### src/core/ppl_pkg.sv
// Package: addresses, field masks, reset values and operation codes shared by the
// port latch and pull-up selection logic. Assumes an 8-bit processor data path.
package ppl_pkg;

    localparam int unsigned DATA_W = 8;
    localparam int unsigned ADDR_W = 16;

    // Port output latch addresses
    localparam logic [15:0] ADDR_PORT0  = 16'hFF00;
    localparam logic [15:0] ADDR_PORT2  = 16'hFF02;
    localparam logic [15:0] ADDR_PORT3  = 16'hFF03;
    localparam logic [15:0] ADDR_PORT4  = 16'hFF04;
    localparam logic [15:0] ADDR_PORT12 = 16'hFF0C;

    // Pull-up selection register addresses
    localparam logic [15:0] ADDR_PULLUP_SELECT_PORT0  = 16'hFF30;
    localparam logic [15:0] ADDR_PULLUP_SELECT_PORT2  = 16'hFF32;
    localparam logic [15:0] ADDR_PULLUP_SELECT_PORT3  = 16'hFF33;
    localparam logic [15:0] ADDR_PULLUP_SELECT_PORT4  = 16'hFF34;
    localparam logic [15:0] ADDR_PULLUP_SELECT_PORT12 = 16'hFF3C;

    // Implemented pin_pullup_bit positions
    localparam logic [7:0] MASK_PULLUP_PORT0  = 8'h0F;
    localparam logic [7:0] MASK_PULLUP_PORT2  = 8'h0F;
    localparam logic [7:0] MASK_PULLUP_PORT3  = 8'h0F;
    localparam logic [7:0] MASK_PULLUP_PORT4  = 8'hFF;
    localparam logic [7:0] MASK_PULLUP_PORT12 = 8'h09;

    localparam logic [7:0] RESET_PULLUP = 8'h00;
    localparam logic [7:0] RESET_LATCH  = 8'h00;
    localparam logic [7:0] READ_UNMAPPED = 8'h00;

    // Memory manipulation operations
    typedef enum logic [1:0] {
        PPL_OP_MOV = 2'b00,
        PPL_OP_AND = 2'b01,
        PPL_OP_OR  = 2'b10,
        PPL_OP_XOR = 2'b11
    } ppl_op_t;

endpackage : ppl_pkg

### src/core/ppl_port_latch.sv
// One port's output latch, output enable and read-back selection.
// Assumes mode is 1 for input, 0 for output, per pin, from the port mode register.
`timescale 1ns/100ps
module ppl_port_latch #(
    parameter int unsigned WIDTH = 8
) (
    input  wire logic             mclk,
    input  wire logic             reset,
    input  wire logic             wr_en,
    input  wire logic [WIDTH-1:0] wdata,
    input  wire logic [WIDTH-1:0] mode_in,
    input  wire logic [WIDTH-1:0] pin_in,
    output logic      [WIDTH-1:0] latch_q,
    output logic      [WIDTH-1:0] oe_q,
    output logic      [WIDTH-1:0] readback
);

    initial
    begin
        if (WIDTH < 1 || WIDTH > 8)
            $error("ppl_port_latch: WIDTH must be 1..8");
    end

    ////////////////////////////////////////////////////////////////////////////
    // Latch written in either mode, driven only in output mode
    always_ff @(posedge mclk)
    begin
        if (reset)
            latch_q <= ppl_pkg::RESET_LATCH[WIDTH-1:0];
        else if (wr_en)
            latch_q <= wdata;
    end

    // Registered so the pin driver comes straight from a flop
    always_ff @(posedge mclk)
    begin
        if (reset)
            oe_q <= '0;
        else
            oe_q <= ~mode_in;
    end

    ////////////////////////////////////////////////////////////////////////////
    // Output pins read the latch, input pins read the pin level
    assign readback = (mode_in & pin_in) | (~mode_in & latch_q);

endmodule : ppl_port_latch

### src/core/ppl_pullup_reg.sv
// One pull-up selection register with a fixed mask of implemented bits.
// Assumes the caller has already merged single-bit updates into a whole byte.
`timescale 1ns/100ps
module ppl_pullup_reg #(
    parameter logic [7:0] IMPL_MASK = 8'hFF
) (
    input  wire logic       mclk,
    input  wire logic       reset,
    input  wire logic       wr_en,
    input  wire logic [7:0] wdata,
    output logic      [7:0] q
);

    initial
    begin
        if (IMPL_MASK == 8'h00)
            $error("ppl_pullup_reg: IMPL_MASK must hold at least one bit");
    end

    always_ff @(posedge mclk)
    begin
        if (reset)
            q <= ppl_pkg::RESET_PULLUP;
        else if (wr_en)
            q <= wdata & IMPL_MASK;
    end

endmodule : ppl_pullup_reg

### src/core/ppl_port_pullup.sv
// Top: port output latches and pull-up selection for ports 0, 2, 3, 4 and 12.
// Assumes the processor issues one access per cycle and supplies port mode bits.
`timescale 1ns/100ps
// Overview of operation
// - Pull-up bit one connects pin pull-up
// - Pull-ups only on ports 0,2,3,4,12 listed bits
// - Reset clears all pull-up registers
// - Pull-up registers take bit and byte accesses
// - Port4 pull-up full byte, port12 bits 3,0
// - Bit manipulation performed as whole-byte access
// - Output mode write drives latch onto pin
// - Input mode write updates latch only
// - Reset clears every output latch
// - Output mode read returns latch content
// - Input mode read returns pin level
// - Output mode operation uses and updates latch
// - Input mode operation uses pin, stores latch
// - Latch zero drives low, one high
module ppl_port_pullup (
    input  wire logic        mclk,
    input  wire logic        reset,
    input  wire logic [15:0] cpu_addr,
    input  wire logic        cpu_wr,
    input  wire logic        cpu_rd,
    input  wire logic [7:0]  cpu_wdata,
    input  wire logic        cpu_bit_en,
    input  wire logic [2:0]  cpu_bit_sel,
    input  wire logic [1:0]  cpu_op,
    output logic      [7:0]  cpu_rdata,
    input  wire logic [7:0]  port0_mode,
    input  wire logic [7:0]  port2_mode,
    input  wire logic [7:0]  port3_mode,
    input  wire logic [7:0]  port4_mode,
    input  wire logic [7:0]  port12_mode,
    input  wire logic [7:0]  port0_pin_in,
    input  wire logic [7:0]  port2_pin_in,
    input  wire logic [7:0]  port3_pin_in,
    input  wire logic [7:0]  port4_pin_in,
    input  wire logic [7:0]  port12_pin_in,
    output logic      [7:0]  port0_pin_out,
    output logic      [7:0]  port2_pin_out,
    output logic      [7:0]  port3_pin_out,
    output logic      [7:0]  port4_pin_out,
    output logic      [7:0]  port12_pin_out,
    output logic      [7:0]  port0_pin_oe,
    output logic      [7:0]  port2_pin_oe,
    output logic      [7:0]  port3_pin_oe,
    output logic      [7:0]  port4_pin_oe,
    output logic      [7:0]  port12_pin_oe,
    output logic      [7:0]  port0_pullup_en,
    output logic      [7:0]  port2_pullup_en,
    output logic      [7:0]  port3_pullup_en,
    output logic      [7:0]  port4_pullup_en,
    output logic      [7:0]  port12_pullup_en
);

    logic [7:0] rb_p0;
    logic [7:0] rb_p2;
    logic [7:0] rb_p3;
    logic [7:0] rb_p4;
    logic [7:0] rb_p12;
    logic [7:0] cur_val;
    logic [7:0] nxt_val;
    logic [7:0] bit_mask;
    logic [7:0] rdata_ff;
    logic       wr_p0;
    logic       wr_p2;
    logic       wr_p3;
    logic       wr_p4;
    logic       wr_p12;
    logic       wr_pu0;
    logic       wr_pu2;
    logic       wr_pu3;
    logic       wr_pu4;
    logic       wr_pullup_select_port12;

    ////////////////////////////////////////////////////////////////////////////
    // Address decode; an unmapped address selects nothing
    always_comb
    begin
        wr_p0   = 1'b0;
        wr_p2   = 1'b0;
        wr_p3   = 1'b0;
        wr_p4   = 1'b0;
        wr_p12  = 1'b0;
        wr_pu0  = 1'b0;
        wr_pu2  = 1'b0;
        wr_pu3  = 1'b0;
        wr_pu4  = 1'b0;
        wr_pullup_select_port12 = 1'b0;
        if (cpu_wr)
        begin
            case (cpu_addr)
                ppl_pkg::ADDR_PORT0:                wr_p0   = 1'b1;
                ppl_pkg::ADDR_PORT2:                wr_p2   = 1'b1;
                ppl_pkg::ADDR_PORT3:                wr_p3   = 1'b1;
                ppl_pkg::ADDR_PORT4:                wr_p4   = 1'b1;
                ppl_pkg::ADDR_PORT12:               wr_p12  = 1'b1;
                ppl_pkg::ADDR_PULLUP_SELECT_PORT0:  wr_pu0  = 1'b1;
                ppl_pkg::ADDR_PULLUP_SELECT_PORT2:  wr_pu2  = 1'b1;
                ppl_pkg::ADDR_PULLUP_SELECT_PORT3:  wr_pu3  = 1'b1;
                ppl_pkg::ADDR_PULLUP_SELECT_PORT4:  wr_pu4  = 1'b1;
                ppl_pkg::ADDR_PULLUP_SELECT_PORT12: wr_pullup_select_port12 = 1'b1;
                default:                            wr_p0   = 1'b0;
            endcase
        end
    end

    ////////////////////////////////////////////////////////////////////////////
    // Current byte seen by a read or by the first half of a modify
    always_comb
    begin
        case (cpu_addr)
            ppl_pkg::ADDR_PORT0:  cur_val = rb_p0;
            ppl_pkg::ADDR_PORT2:  cur_val = rb_p2;
            ppl_pkg::ADDR_PORT3:  cur_val = rb_p3;
            ppl_pkg::ADDR_PORT4:  cur_val = rb_p4;
            ppl_pkg::ADDR_PORT12: cur_val = rb_p12;
            ppl_pkg::ADDR_PULLUP_SELECT_PORT0:  cur_val = port0_pullup_en;
            ppl_pkg::ADDR_PULLUP_SELECT_PORT2:  cur_val = port2_pullup_en;
            ppl_pkg::ADDR_PULLUP_SELECT_PORT3:  cur_val = port3_pullup_en;
            ppl_pkg::ADDR_PULLUP_SELECT_PORT4:  cur_val = port4_pullup_en;
            ppl_pkg::ADDR_PULLUP_SELECT_PORT12: cur_val = port12_pullup_en;
            default: cur_val = ppl_pkg::READ_UNMAPPED;
        endcase
    end

    ////////////////////////////////////////////////////////////////////////////
    // Byte and bit operations all end as one whole-byte write.
    // Input pins in a mixed port therefore pick up their pin level, except on a byte move.
    assign bit_mask = 8'h01 << cpu_bit_sel;

    always_comb
    begin
        nxt_val = cur_val;
        case (ppl_pkg::ppl_op_t'(cpu_op))
            ppl_pkg::PPL_OP_MOV:
            begin
                if (cpu_bit_en)
                    nxt_val = cpu_wdata[0] ? (cur_val | bit_mask)
                                           : (cur_val & ~bit_mask);
                else
                    nxt_val = cpu_wdata;
            end
            ppl_pkg::PPL_OP_AND:
            begin
                if (cpu_bit_en)
                    nxt_val = cpu_wdata[0] ? cur_val : (cur_val & ~bit_mask);
                else
                    nxt_val = cur_val & cpu_wdata;
            end
            ppl_pkg::PPL_OP_OR:
            begin
                if (cpu_bit_en)
                    nxt_val = cpu_wdata[0] ? (cur_val | bit_mask) : cur_val;
                else
                    nxt_val = cur_val | cpu_wdata;
            end
            ppl_pkg::PPL_OP_XOR:
            begin
                if (cpu_bit_en)
                    nxt_val = cpu_wdata[0] ? (cur_val ^ bit_mask) : cur_val;
                else
                    nxt_val = cur_val ^ cpu_wdata;
            end
            default:
            begin
                nxt_val = cur_val;
            end
        endcase
    end

    ////////////////////////////////////////////////////////////////////////////
    // Read data held until the next read
    always_ff @(posedge mclk)
    begin
        if (reset)
            rdata_ff <= ppl_pkg::READ_UNMAPPED;
        else if (cpu_rd)
            rdata_ff <= cur_val;
    end

    assign cpu_rdata = rdata_ff;

    ////////////////////////////////////////////////////////////////////////////
    // Port output latches
    ppl_port_latch #(
        .WIDTH (8)
    ) u_latch_p0 (
        .mclk     (mclk),
        .reset    (reset),
        .wr_en    (wr_p0),
        .wdata    (nxt_val),
        .mode_in  (port0_mode),
        .pin_in   (port0_pin_in),
        .latch_q  (port0_pin_out),
        .oe_q     (port0_pin_oe),
        .readback (rb_p0)
    );

    ppl_port_latch #(
        .WIDTH (8)
    ) u_latch_p2 (
        .mclk     (mclk),
        .reset    (reset),
        .wr_en    (wr_p2),
        .wdata    (nxt_val),
        .mode_in  (port2_mode),
        .pin_in   (port2_pin_in),
        .latch_q  (port2_pin_out),
        .oe_q     (port2_pin_oe),
        .readback (rb_p2)
    );

    ppl_port_latch #(
        .WIDTH (8)
    ) u_latch_p3 (
        .mclk     (mclk),
        .reset    (reset),
        .wr_en    (wr_p3),
        .wdata    (nxt_val),
        .mode_in  (port3_mode),
        .pin_in   (port3_pin_in),
        .latch_q  (port3_pin_out),
        .oe_q     (port3_pin_oe),
        .readback (rb_p3)
    );

    ppl_port_latch #(
        .WIDTH (8)
    ) u_latch_p4 (
        .mclk     (mclk),
        .reset    (reset),
        .wr_en    (wr_p4),
        .wdata    (nxt_val),
        .mode_in  (port4_mode),
        .pin_in   (port4_pin_in),
        .latch_q  (port4_pin_out),
        .oe_q     (port4_pin_oe),
        .readback (rb_p4)
    );

    ppl_port_latch #(
        .WIDTH (8)
    ) u_latch_p12 (
        .mclk     (mclk),
        .reset    (reset),
        .wr_en    (wr_p12),
        .wdata    (nxt_val),
        .mode_in  (port12_mode),
        .pin_in   (port12_pin_in),
        .latch_q  (port12_pin_out),
        .oe_q     (port12_pin_oe),
        .readback (rb_p12)
    );

    ////////////////////////////////////////////////////////////////////////////
    // Pull-up selection; masks fix which pins can ever be pulled up
    ppl_pullup_reg #(
        .IMPL_MASK (ppl_pkg::MASK_PULLUP_PORT0)
    ) u_pu_p0 (
        .mclk  (mclk),
        .reset (reset),
        .wr_en (wr_pu0),
        .wdata (nxt_val),
        .q     (port0_pullup_en)
    );

    ppl_pullup_reg #(
        .IMPL_MASK (ppl_pkg::MASK_PULLUP_PORT2)
    ) u_pu_p2 (
        .mclk  (mclk),
        .reset (reset),
        .wr_en (wr_pu2),
        .wdata (nxt_val),
        .q     (port2_pullup_en)
    );

    ppl_pullup_reg #(
        .IMPL_MASK (ppl_pkg::MASK_PULLUP_PORT3)
    ) u_pu_p3 (
        .mclk  (mclk),
        .reset (reset),
        .wr_en (wr_pu3),
        .wdata (nxt_val),
        .q     (port3_pullup_en)
    );

    ppl_pullup_reg #(
        .IMPL_MASK (ppl_pkg::MASK_PULLUP_PORT4)
    ) u_pu_p4 (
        .mclk  (mclk),
        .reset (reset),
        .wr_en (wr_pu4),
        .wdata (nxt_val),
        .q     (port4_pullup_en)
    );

    ppl_pullup_reg #(
        .IMPL_MASK (ppl_pkg::MASK_PULLUP_PORT12)
    ) u_pu_p12 (
        .mclk  (mclk),
        .reset (reset),
        .wr_en (wr_pullup_select_port12),
        .wdata (nxt_val),
        .q     (port12_pullup_en)
    );

endmodule : ppl_port_pullup

### config.mk
export PLATFORM = sky130hd
export DESIGN_NAME = ppl_port_pullup
export DESIGN_NICKNAME = d
export VERILOG_FILES = /design/src/core/ppl_pkg.sv /design/src/core/ppl_port_latch.sv /design/src/core/ppl_pullup_reg.sv /design/src/core/ppl_port_pullup.sv
export SDC_FILE = /design/constraint.sdc
export NUM_CORES = 1
export LEC_CHECK = 0
export ABC_AREA = 1
export BUFFER_PORTS_ARGS = -buffer_cell sky130_fd_sc_hd__buf_4
export CORE_MARGIN = 8
export CORE_UTILIZATION = 49
export CTS_CLUSTER_DIAMETER = 60
export DETAILED_ROUTE_END_ITERATION = 12
export PLACE_DENSITY = 0.77
export SYNTH_ARGS = -nofsm -noshare
export SYNTH_HDL_FRONTEND = slang
export SYNTH_HIERARCHICAL = 1
export SYNTH_SLANG_ARGS = --single-unit
### constraint.sdc
create_clock -name mclk -period 5.4 [get_ports mclk]
set_clock_uncertainty 0.2 [all_clocks]
set_input_delay 0.54 -clock mclk [delete_from_list [all_inputs] [get_ports mclk]]
set_output_delay 0.54 -clock mclk [all_outputs]
set_load 0.02 [all_outputs]
### Word-level counts from Yosys, hierarchy flattened

Index checks and enable logic that the tools add are counted.

| cells by class | value |
|---|---|
| equality and inequality tests | 13 |
| shifts and indexed selects | 1 |
| mux-type cells | 30 |
| bitwise operators | 27 |
| reductions and logical operators | 1 |

Operator list:

| operator | number |
|---|---|
| equality test 16 bit, second input constant | 10 |
| bitwise AND 8 bit | 12 |
| case mux 8 bit (10 select lines) | 1 |
| 2-to-1 mux 8 bit | 8 |
| OR 8 bit | 7 |
| inverter 8 bit | 6 |
| case mux 8 bit (4 select lines) | 1 |
| 2-to-1 mux 1 bit | 20 |
| XOR 8 bit | 2 |
| << shifter 1 x 3 -> 8 bit, first input constant | 1 |
| equality test 2 bit, second input constant | 2 |
| equality test 2 x 1 -> 1 bit, second input constant | 1 |
| logical NOT 2 bit | 1 |

| storage, ports and cells | value |
|---|---|
| register bits | 110 |
| output and inout bits | 128 |
| logic and storage cells | 88 |

### Depth between registers and ports, before layout

Gate-level depths: netlist of the first run.

| logic depth | value |
|---|---|
| depth after elaboration | 8 |
| gate-level depth with buffers | 22 |
| depth with buffers taken out | 22 |

### Modules after synthesis

Netlist of the first run, hierarchy kept.

By module, submodules not included:

| module | instances | cells each | area each (um2) |
|---|---|---|---|
| ppl_port_pullup | 1 | 603 | 3572.2 |
| ppl_port_latch | 5 | 92 | 673.1 |
| ppl_pullup_reg at u_pu_p0 ... | 3 | 31 | 206.4 |
| ppl_pullup_reg at u_pu_p4 | 1 | 51 | 341.6 |
| ppl_pullup_reg at u_pu_p12 | 1 | 20 | 130.1 |

### Worst setup path before layout of the first run

No wires, ideal clock.

| timing | value |
|---|---|
| kind | input to register |
| from | input cpu_addr[5] |
| to | register u_latch_p0.latch_q[1] |
| arrival time | 3213 ps |
| data required time | 5138 ps |
| setup slack | 1925 ps |
| stages | 19 |
| path buffers | 0 |
| path through | nor2_1 > nand2_4 > inv_6 > nand2_4 > nor2_2 > a22o_1 > nor2_1 > nand3_1 > inv_1 > ha_1 > o21ai_0 > a21oi_1 > a21o_1 > a21oi_1 > a21oi_1 > clkinv_2 > nand2_4 > nand2_2 > nor2_2 |

| between the ends | value |
|---|---|
| cells in the longest elaborated chain, start to end | 6 |

Ends and longest elaborated chain:

| what | RTL line | RTL |
|---|---|---|
| from (decl) | ppl_port_pullup.sv:22 | `input wire logic [15:0] cpu_addr,` |
| equality test 16 bit | ppl_port_pullup.sv:113 | `case (cpu_addr)` |
| case mux 8 bit (10 select lines) (*) | ppl_port_pullup.sv:113 |  |
| via cur_val[1] | ppl_port_pullup.sv:62 | `logic [7:0] cur_val;` |
| XOR 8 bit (tied with other cells) | ppl_port_pullup.sv:162 | `nxt_val = cpu_wdata[0] ? (cur_val ^ bit_mask) : cur_val;` |
| 2-to-1 mux 8 bit, on equally long branches (2 in a row) | -- |  |
| case mux 8 bit (4 select lines) (*) | ppl_port_pullup.sv:136 | `case (ppl_pkg::ppl_op_t'(cpu_op))` |
| via nxt_val[1] | ppl_port_pullup.sv:63 | `logic [7:0] nxt_val;` |
| to (signal assigned) | ppl_port_latch.sv:29 | `latch_q <= ppl_pkg::RESET_LATCH[WIDTH-1:0];` |
| to (signal assigned) | ppl_port_latch.sv:31 | `latch_q <= wdata;` |
| to (decl) | ppl_port_latch.sv:13 | `output logic [WIDTH-1:0] latch_q,` |

Mark *: on every way through the listed nets, which the timed path passes. The rest lies on a longest branch.
A chain may end at the register's enable or synchronous reset.

### Worst setup path in the final report of the first run

| timing | value |
|---|---|
| from | input cpu_addr[7] |
| to | register u_latch_p12.latch_q[3] |

| between the ends | value |
|---|---|
| cells in the longest elaborated chain, start to end | 6 |

Ends and longest elaborated chain:

| what | RTL line |
|---|---|
| equality test 16 bit | ppl_port_pullup.sv:113 |
| case mux 8 bit (10 select lines) (*) | ppl_port_pullup.sv:113 |
| via cur_val[3] | ppl_port_pullup.sv:62 |
| XOR 8 bit (tied with other cells) | ppl_port_pullup.sv:162 |
| 2-to-1 mux 8 bit, on equally long branches (2 in a row) | -- |
| case mux 8 bit (4 select lines) (*) | ppl_port_pullup.sv:136 |
| via nxt_val[3] | ppl_port_pullup.sv:63 |
| to (signal assigned) | ppl_port_latch.sv:29 |
| to (signal assigned) | ppl_port_latch.sv:31 |
| to (decl) | ppl_port_latch.sv:13 |

Marked as above.

==> results of run 1 <==
-- final cells by class --
cell class | count | area [um^2] | area share [%]
repair buffers | 232 | 1740 | 17.6
clock buffers | 9 | 225 | 2.27
well taps | 220 | 275 | 2.78
inverters | 186 | 716 | 7.22
clock inverters | 7 | 80.1 | 0.808
multi-input cells | 887 | 4670 | 47.1
flip-flops and latches | 110 | 2200 | 22.2
-- cell usage in the layout, fill, tap and decap left out, drive strengths merged, types with 14 or more instances in the layout --
master  count
conb       18
nand2     265
a21oi      49
a22o       35
nand4      15
o21ai      79
nand3     106
buf       232
clkinv     14
nor2      268
ha         32
dfxtp     110
inv       177
-- kinds of logic after synthesis --
family	after synthesis
buf+inv	244
flops	110
simple gates	664
compound gates	173
other cells	4
fa+ha+maj	32
-- metrics by stage --
stage / worst slack (ns) / power, mW / cell area, um^2
finish: 1.45 / 1.93 / 9910
global route: 1.20 / 2.00 / 9910
CTS: 1.56 / 1.93 / 9910
detailed placement: 1.19 / 1.23 / 9600
global placement: 1.29 / 1.23 / 9600
floorplan: 1.93 / 1.06 / 8080
-- power by group --
group	total [mW]	internal, mW	switching [mW]
Combinational	0.391	0.142	0.249
Clock	0.701	0.367	0.334
Sequential	0.834	0.829	0.00539
Total	1.93	1.34	0.588
-- layer usage --
metal,vias to the layer above,GRT usage (%)
li1,4217,-
met1,3849,35.8
met2,423,46.3
met3,37,6.01
met4,0,8.91
met5,-,0
-- worst max-delay path by stage --
stage | from | end | slack [ns] | cells after the start
6_report | cpu_addr[7] | u_latch_p12/latch_q[3]$_SDFFE_PP0P_ | 1.45 | 21
3_3_place_gp | cpu_addr[7] | u_pu_p0/q[3]$_SDFFE_PP0P_ | 1.29 | 22
3_5_place_dp | cpu_addr[7] | u_latch_p2/latch_q[3]$_SDFFE_PP0P_ | 1.19 | 21
2_1_floorplan | cpu_addr[5] | u_latch_p0/latch_q[1]$_SDFFE_PP0P_ | 1.93 | 19
5_1_grt | cpu_addr[7] | u_pu_p0/q[3]$_SDFFE_PP0P_ | 1.20 | 22
4_1_cts | cpu_addr[7] | u_latch_p12/latch_q[3]$_SDFFE_PP0P_ | 1.56 | 21
==> impl_metrics.py, run 1 <==
metrics = {
    "placed_design": {
        "place_congestion": 0.997,
        "port_buffers": 223,
        "placed_cells": 1635,
        "detailed_place_hpwl_mm": 23.3,
    },
    "floorplan": {
        "die_width_um": 144,
        "die_outline_area_um2": 20700,
        "placeableCoreArea_um2": 16300,
        "die_h_um": 144,
        "placement_rows": 47,
        "ioPinCount": 242,
        "initial_core_util_pct": 49.3,
    },
    "worst_setup_path": {
        "path_delay_family": "compound AO/OA/AOI/OAI gates",
        "worst_r2r_path_depth": 18,
        "critical_path.max_fanout": 9,
        "slowest_stage": "a21oi_1",
        "crit_path_start_kind": "input pin",
        "timing.critical_path.cells": "buf_4, nor2_4, nand2_4, inv_2, nand2_4, nor2_2, a22o_1, nor2_1, nand3_1, inv_1, ha_1, o21ai_0, a21oi_1, a21o_1, a21oi_1, a21oi_1, buf_4, inv_1, nand2_1, nand2_1, nor2_1",
        "worst_setup_path_class": "in2reg",
        "critical_path.reg2reg.endpoint": "u_latch_p0/latch_q[4]$_SDFFE_PP0P_",
        "crit_required_ns": 5.50,
        "path_buf_inv": 5,
        "timing.reg2reg.setup_slack_ns": 1.98,
        "crit_path_frequent_cell": "a21oi_1",
        "timing.rr.start": "u_latch_p0/latch_q[4]$_SDFFE_PP0P_",
        "timing.critical_path.arrival_ns": 4.06,
        "max_stage_delay_ns": 0.61,
        "worst_setup_path_end_kind": "register",
    },
    "route": {
        "dr_wl_met3_mm": 2.57,
        "vias": 8526,
        "top_signal_layer_used": "met4",
        "m1WireLength_mm": 12.2,
        "drc_violation_total_after_the_first_tritonroute_iteration": 724,
        "drt_first_pass_iters": 6,
        "remaining_drc_errors": 0,
        "ant_nets": 0,
        "drt-wirelength-per-cell_um": 17.9,
        "finalWirelength_mm": 29.5,
        "dr_wl_met2_mm": 14.1,
        "routed_via_density": 5.16,
    },
    "synth": {
        "dominant_combinational_cell_family_by_area_after_synthesis": "simple AND/OR/NAND/NOR gates",
        "post_synth_mux_area_share_pct": 0,
        "adder_cell_fraction_of_synth_area_pct": 4.99,
        "synth_sequential_area_ratio_pct": 27.4,
        "syn_area_per_cell_um2": 6.54,
        "synthSimpleGateAreaFrac_pct": 39.2,
        "synth_top_flop_cell": "dfxtp_1",
        "synthesized_instance_count": 1227,
        "compound_cell_area_share_of_the_yosys_netlist_pct": 12.8,
        "yosys.cell_types.count": 38,
        "synth.cell_area_um2": 8030,
        "synthesis.yosys.warnings": 6,
        "synth_enable_flop_cells": 0,
        "synth_area_leader_cell": "dfxtp_1",
        "synth_common_cells": "nand2_1 (235), nor2_1 (217), inv_1 (154)",
        "synth_top_cells_by_area": "dfxtp_1 (27%), nand2_1 (11%), nor2_1 (10%)",
        "synth_top_cell_area_share_pct": 27.4,
        "synth-async-reset-ratio_pct": 0,
        "xor_xnor_fraction_of_synth_area_pct": 0,
        "synthMostInstantiatedCell": "nand2_1",
        "postSynthRegisterBits": 110,
    },
    "clocking": {
        "path_clk_slew_ns": 0.08,
        "numClockSinks": 110,
        "cts_repair_resize_count": 0,
        "cts-root-to-sink-buffers": 2,
        "clock_tree.htree_level_count": 3,
        "numCtsBuffers": 9,
        "cts.root.buffer_cell": "clkbuf_16",
        "clock_insertion_delay_worst_skew_ns": 0.37,
        "cts_setup_buffers": 0,
        "postCtsHoldBufs": 0,
        "cts_tree": "yes",
    },
    "power_and_ir_drop": {
        "p_per_area_nw_per_um2": 194,
        "total_leakage_power_nw": 5.09,
        "ir_drop_mv": 0.137,
    },
    "cells_and_area": {
        "post_route_cells_drive_above_1_share_pct": 26.8,
        "synthToLayoutAreaGrowth_pct": 23.4,
        "layout.filler_cells": 1612,
        "antenna-diode-count": 0,
        "final_core_utilization_pct": 60.8,
        "finish.net_count": 1572,
        "layout.cells.non_filler": 1651,
    },
    "sta": {
        "final_min_period_over_clock_period_pct": 73.2,
        "max_freq_mhz": 253,
        "time_the_final_worst_path_needs_with_i_o_delays_and_setup_ns": 3.95,
        "slew-limit-headroom_pct": 15.3,
        "final.setup.tns_ns": 0,
        "timing.hold.ws_ns": 0.134,
        "grt_setup_unrepaired": "no",
        "timing.final.setup_violations": 0,
        "final-hold-violation-count": 0,
        "slew_viols_final": 0,
        "tightest_slew_ns": 1.27,
    },
    "grt": {
        "number_of_global_route_vias_before_repair": 7953,
        "initial_antenna_violation_count": 0,
        "grt_use_total_pct": 28.1,
        "grt_pass1_wl_mm": 44.3,
        "grt-ovfl-total": 0,
        "grt_start_max_net_pins": 59,
    },
    "hold_path": {
        "holdPathStages": 2,
        "worst_hold_launch": "port12_mode[6]",
        "hold-path-endpoint": "u_latch_p12/oe_q[6]$_SDFF_PP0_",
        "hold_path_class": "in2reg",
    },
    "outcome": {
        "outcome": "finished, final reports clean",
    },
    "flow_run": {
        "max_cap_viol_count": 0,
    },
}
Note: power is estimated with default switching activity, not from simulation.
==> run 2: changes to the inputs <==
CORE_UTILIZATION = 48   (was 49)
PLACE_DENSITY = 0.78   (was 0.77)
clock period = 3.3 ns   (was 5.4 ns; I/O delays follow)
==> run 2 against run 1 <==
  * Core utilization is 5.5 points higher
  * First-iteration DRC count is 14% higher
  * Global-route usage is 0.11 points lower
  * Largest cell class unchanged
  * Highest routed layer unchanged
==> impl_metrics.py, run 2 (synthesized netlist as in run 1, its figures left out) <==
metrics = {
    "grt": {
        "grt-ovfl-total": 0,
        "grt_use_total_pct": 28.0,
        "initial_antenna_violation_count": 1,
        "grt_pass1_wl_mm": 47.1,
        "number_of_global_route_vias_before_repair": 8670,
        "grt_start_max_net_pins": 49,
    },
    "cells_and_area": {
        "leading_cell_type_in_the_layout_fill_and_taps_excluded": "buf_4",
        "post_route_cells_drive_above_1_share_pct": 29.7,
        "final_area_um2": 10900,
        "layout.filler_cells": 1456,
        "layout_common_cells": "buf_4 (285), nand2_1 (235), nor2_1 (217)",
        "final_core_utilization_pct": 66.3,
        "synthToLayoutAreaGrowth_pct": 36.0,
        "finish.net_count": 1673,
    },
    "worst_setup_path": {
        "crit_required_ns": 3.37,
        "worst_r2r_path_depth": 18,
        "critical_path.reg2reg.endpoint": "u_pu_p2/q[2]$_SDFFE_PP0P_",
        "critical_path.max_fanout": 9,
        "timing.critical_path.arrival_ns": 3.21,
        "worst_setup_path_class": "in2reg",
        "worst_setup_path_end_kind": "register",
        "timing.reg2reg.setup_slack_ns": 0.36,
        "timing.rr.start": "u_latch_p0/latch_q[2]$_SDFFE_PP0P_",
        "crit_path_start_kind": "input pin",
    },
    "route": {
        "vias": 9022,
        "drc_violation_total_after_the_first_tritonroute_iteration": 822,
        "remaining_drc_errors": 0,
        "routed_via_density": 5.15,
        "drt-wirelength-per-cell_um": 17.6,
        "drt_first_pass_iters": 5,
        "ant_nets": 0,
        "finalWirelength_mm": 30.8,
    },
    "sta": {
        "time_the_final_worst_path_needs_with_i_o_delays_and_setup_ns": 3.15,
        "final-hold-violation-count": 0,
        "slew-limit-headroom_pct": 42.8,
        "final.setup.tns_ns": 0,
        "max_freq_mhz": 318,
        "tightest_slew_ns": 0.856,
        "grt_setup_unrepaired": "no",
        "timing.final.setup_violations": 0,
        "slew_viols_final": 0,
        "final_min_period_over_clock_period_pct": 95.4,
    },
    "floorplan": {
        "placeableCoreArea_um2": 16500,
        "ioPinCount": 242,
        "die_h_um": 145,
        "die_outline_area_um2": 21100,
        "die_width_um": 145,
        "placement_rows": 47,
        "initial_core_util_pct": 48.8,
    },
    "clocking": {
        "clock_tree.htree_level_count": 3,
        "cts_tree": "yes",
        "cts_setup_buffers": 0,
        "clock_insertion_delay_worst_skew_ns": 0.37,
        "numClockSinks": 110,
        "cts.root.buffer_cell": "clkbuf_16",
        "numCtsBuffers": 9,
        "cts-root-to-sink-buffers": 2,
        "path_clk_slew_ns": 0.08,
    },
    "flow_run": {
        "max_cap_viol_count": 0,
    },
    "placed_design": {
        "placed_area_um2": 10200,
        "detailed_place_hpwl_mm": 23.7,
        "place_congestion": 1.00,
        "port_buffers": 223,
    },
    "power_and_ir_drop": {
        "internal_power_mw": 2.20,
        "power.clock.fraction_pct": 34.7,
        "power_frac_seq_pct": 42.6,
        "power.combinational.fraction_pct": 22.7,
        "netSwitchingFraction_pct": 31.5,
        "total_leakage_power_nw": 5.60,
        "p_per_area_nw_per_um2": 294,
        "switchingPower_mw": 1.01,
        "ir_drop_mv": 0.224,
    },
    "hold_path": {
        "hold_path_class": "in2reg",
        "hold-path-endpoint": "cpu_rdata[7]$_SDFFE_PP0P_",
        "holdPathStages": 5,
        "worst_hold_launch": "cpu_rd",
    },
    "outcome": {
        "outcome": "finished, final reports clean",
    },
}
==> run 2: power groups by stage <==
stage,clock (mW),sequential [mW],combinational [mW]
2_1_floorplan,0,1.44,0.306
3_3_place_gp,0,1.40,0.655
3_5_place_dp,0,1.40,0.662
4_1_cts,1.13,1.37,0.703
5_1_grt,1.18,1.37,0.783
6_report,1.11,1.37,0.728
==> run 2: per-layer routing <==
| layer | vias to the layer above | part of all wire (%) | track usage [%] |
|---|---|---|---|
| met2 | 462 | 47 | 46.2 |
| li1 | 4421 | - | - |
| met3 | 76 | 9.8 | 6.81 |
| met5 | - | 0 | 0 |
| met1 | 4063 | 39 | 33.5 |
| met4 | 0 | 4.2 | 13.8 |
==> run 2: final cells by class <==
| type | instances | area, um^2 | area share [%] |
|---|---|---|---|
| well taps | 220 | 275 | 2.52 |
| inverters | 186 | 716 | 6.56 |
| diodes | 1 | 2.50 | 0.0229 |
| flip-flops and latches | 110 | 2200 | 20.2 |
| clock inverters | 7 | 73.8 | 0.676 |
| multi-input cells | 887 | 4720 | 43.2 |
| clock buffers | 9 | 225 | 2.06 |
| repair buffers | 333 | 2700 | 24.7 |
==> run 2: how the worst max path moves through the flow <==
stage	start	to	slack, ns
global placement	cpu_addr[14]	u_latch_p3/latch_q[3]$_SDFFE_PP0P_	-0.13
detailed placement	cpu_addr[14]	u_latch_p3/latch_q[3]$_SDFFE_PP0P_	-0.14
CTS	port0_mode[3]	u_latch_p3/latch_q[3]$_SDFFE_PP0P_	0.09
floorplan	cpu_addr[5]	u_latch_p0/latch_q[1]$_SDFFE_PP0P_	0.04
finish	port0_mode[2]	u_pu_p2/q[2]$_SDFFE_PP0P_	0.15
global route	port0_mode[5]	u_latch_p12/latch_q[5]$_SDFFE_PP0P_	0.01
==> run 2: metrics by stage <==
step	total power, mW	instances	worst slack (ns)	hold WS, ns
2_1_floorplan	1.74	1241	0.0353	0.202
3_3_place_gp	2.05	1696	-0.128	0.274
3_5_place_dp	2.06	1696	-0.139	0.279
4_1_cts	3.20	1752	0.0882	0.154
5_1_grt	3.33	1753	0.0130	0.200
6_report	3.21	1753	0.152	0.159
==> run 2: repair_timing <==
item | 4_1_cts | 5_1_grt
endpoints found under the hold margin | 40 | 0
resized for setup | 0 | 19
hold buffers | 40 | 0
endpoints found under the setup margin | 0 | 43
==> run 2: worst max-delay path: stages <==
cell	delay, ns
dlygate4sd3_1	0.55
buf_4	0.14
o21ai_1	0.31
a22o_1	0.22
inv_1	0.05
nand3_1	0.12
inv_1	0.08
ha_1	0.27
o21ai_0	0.21
inv_1	0.06
o21ai_0	0.17
nand2_1	0.07
a21oi_1	0.12
a21oi_1	0.11
buf_12	0.17
inv_1	0.05
nand2_1	0.04
nand2_1	0.09
nor2_1	0.04
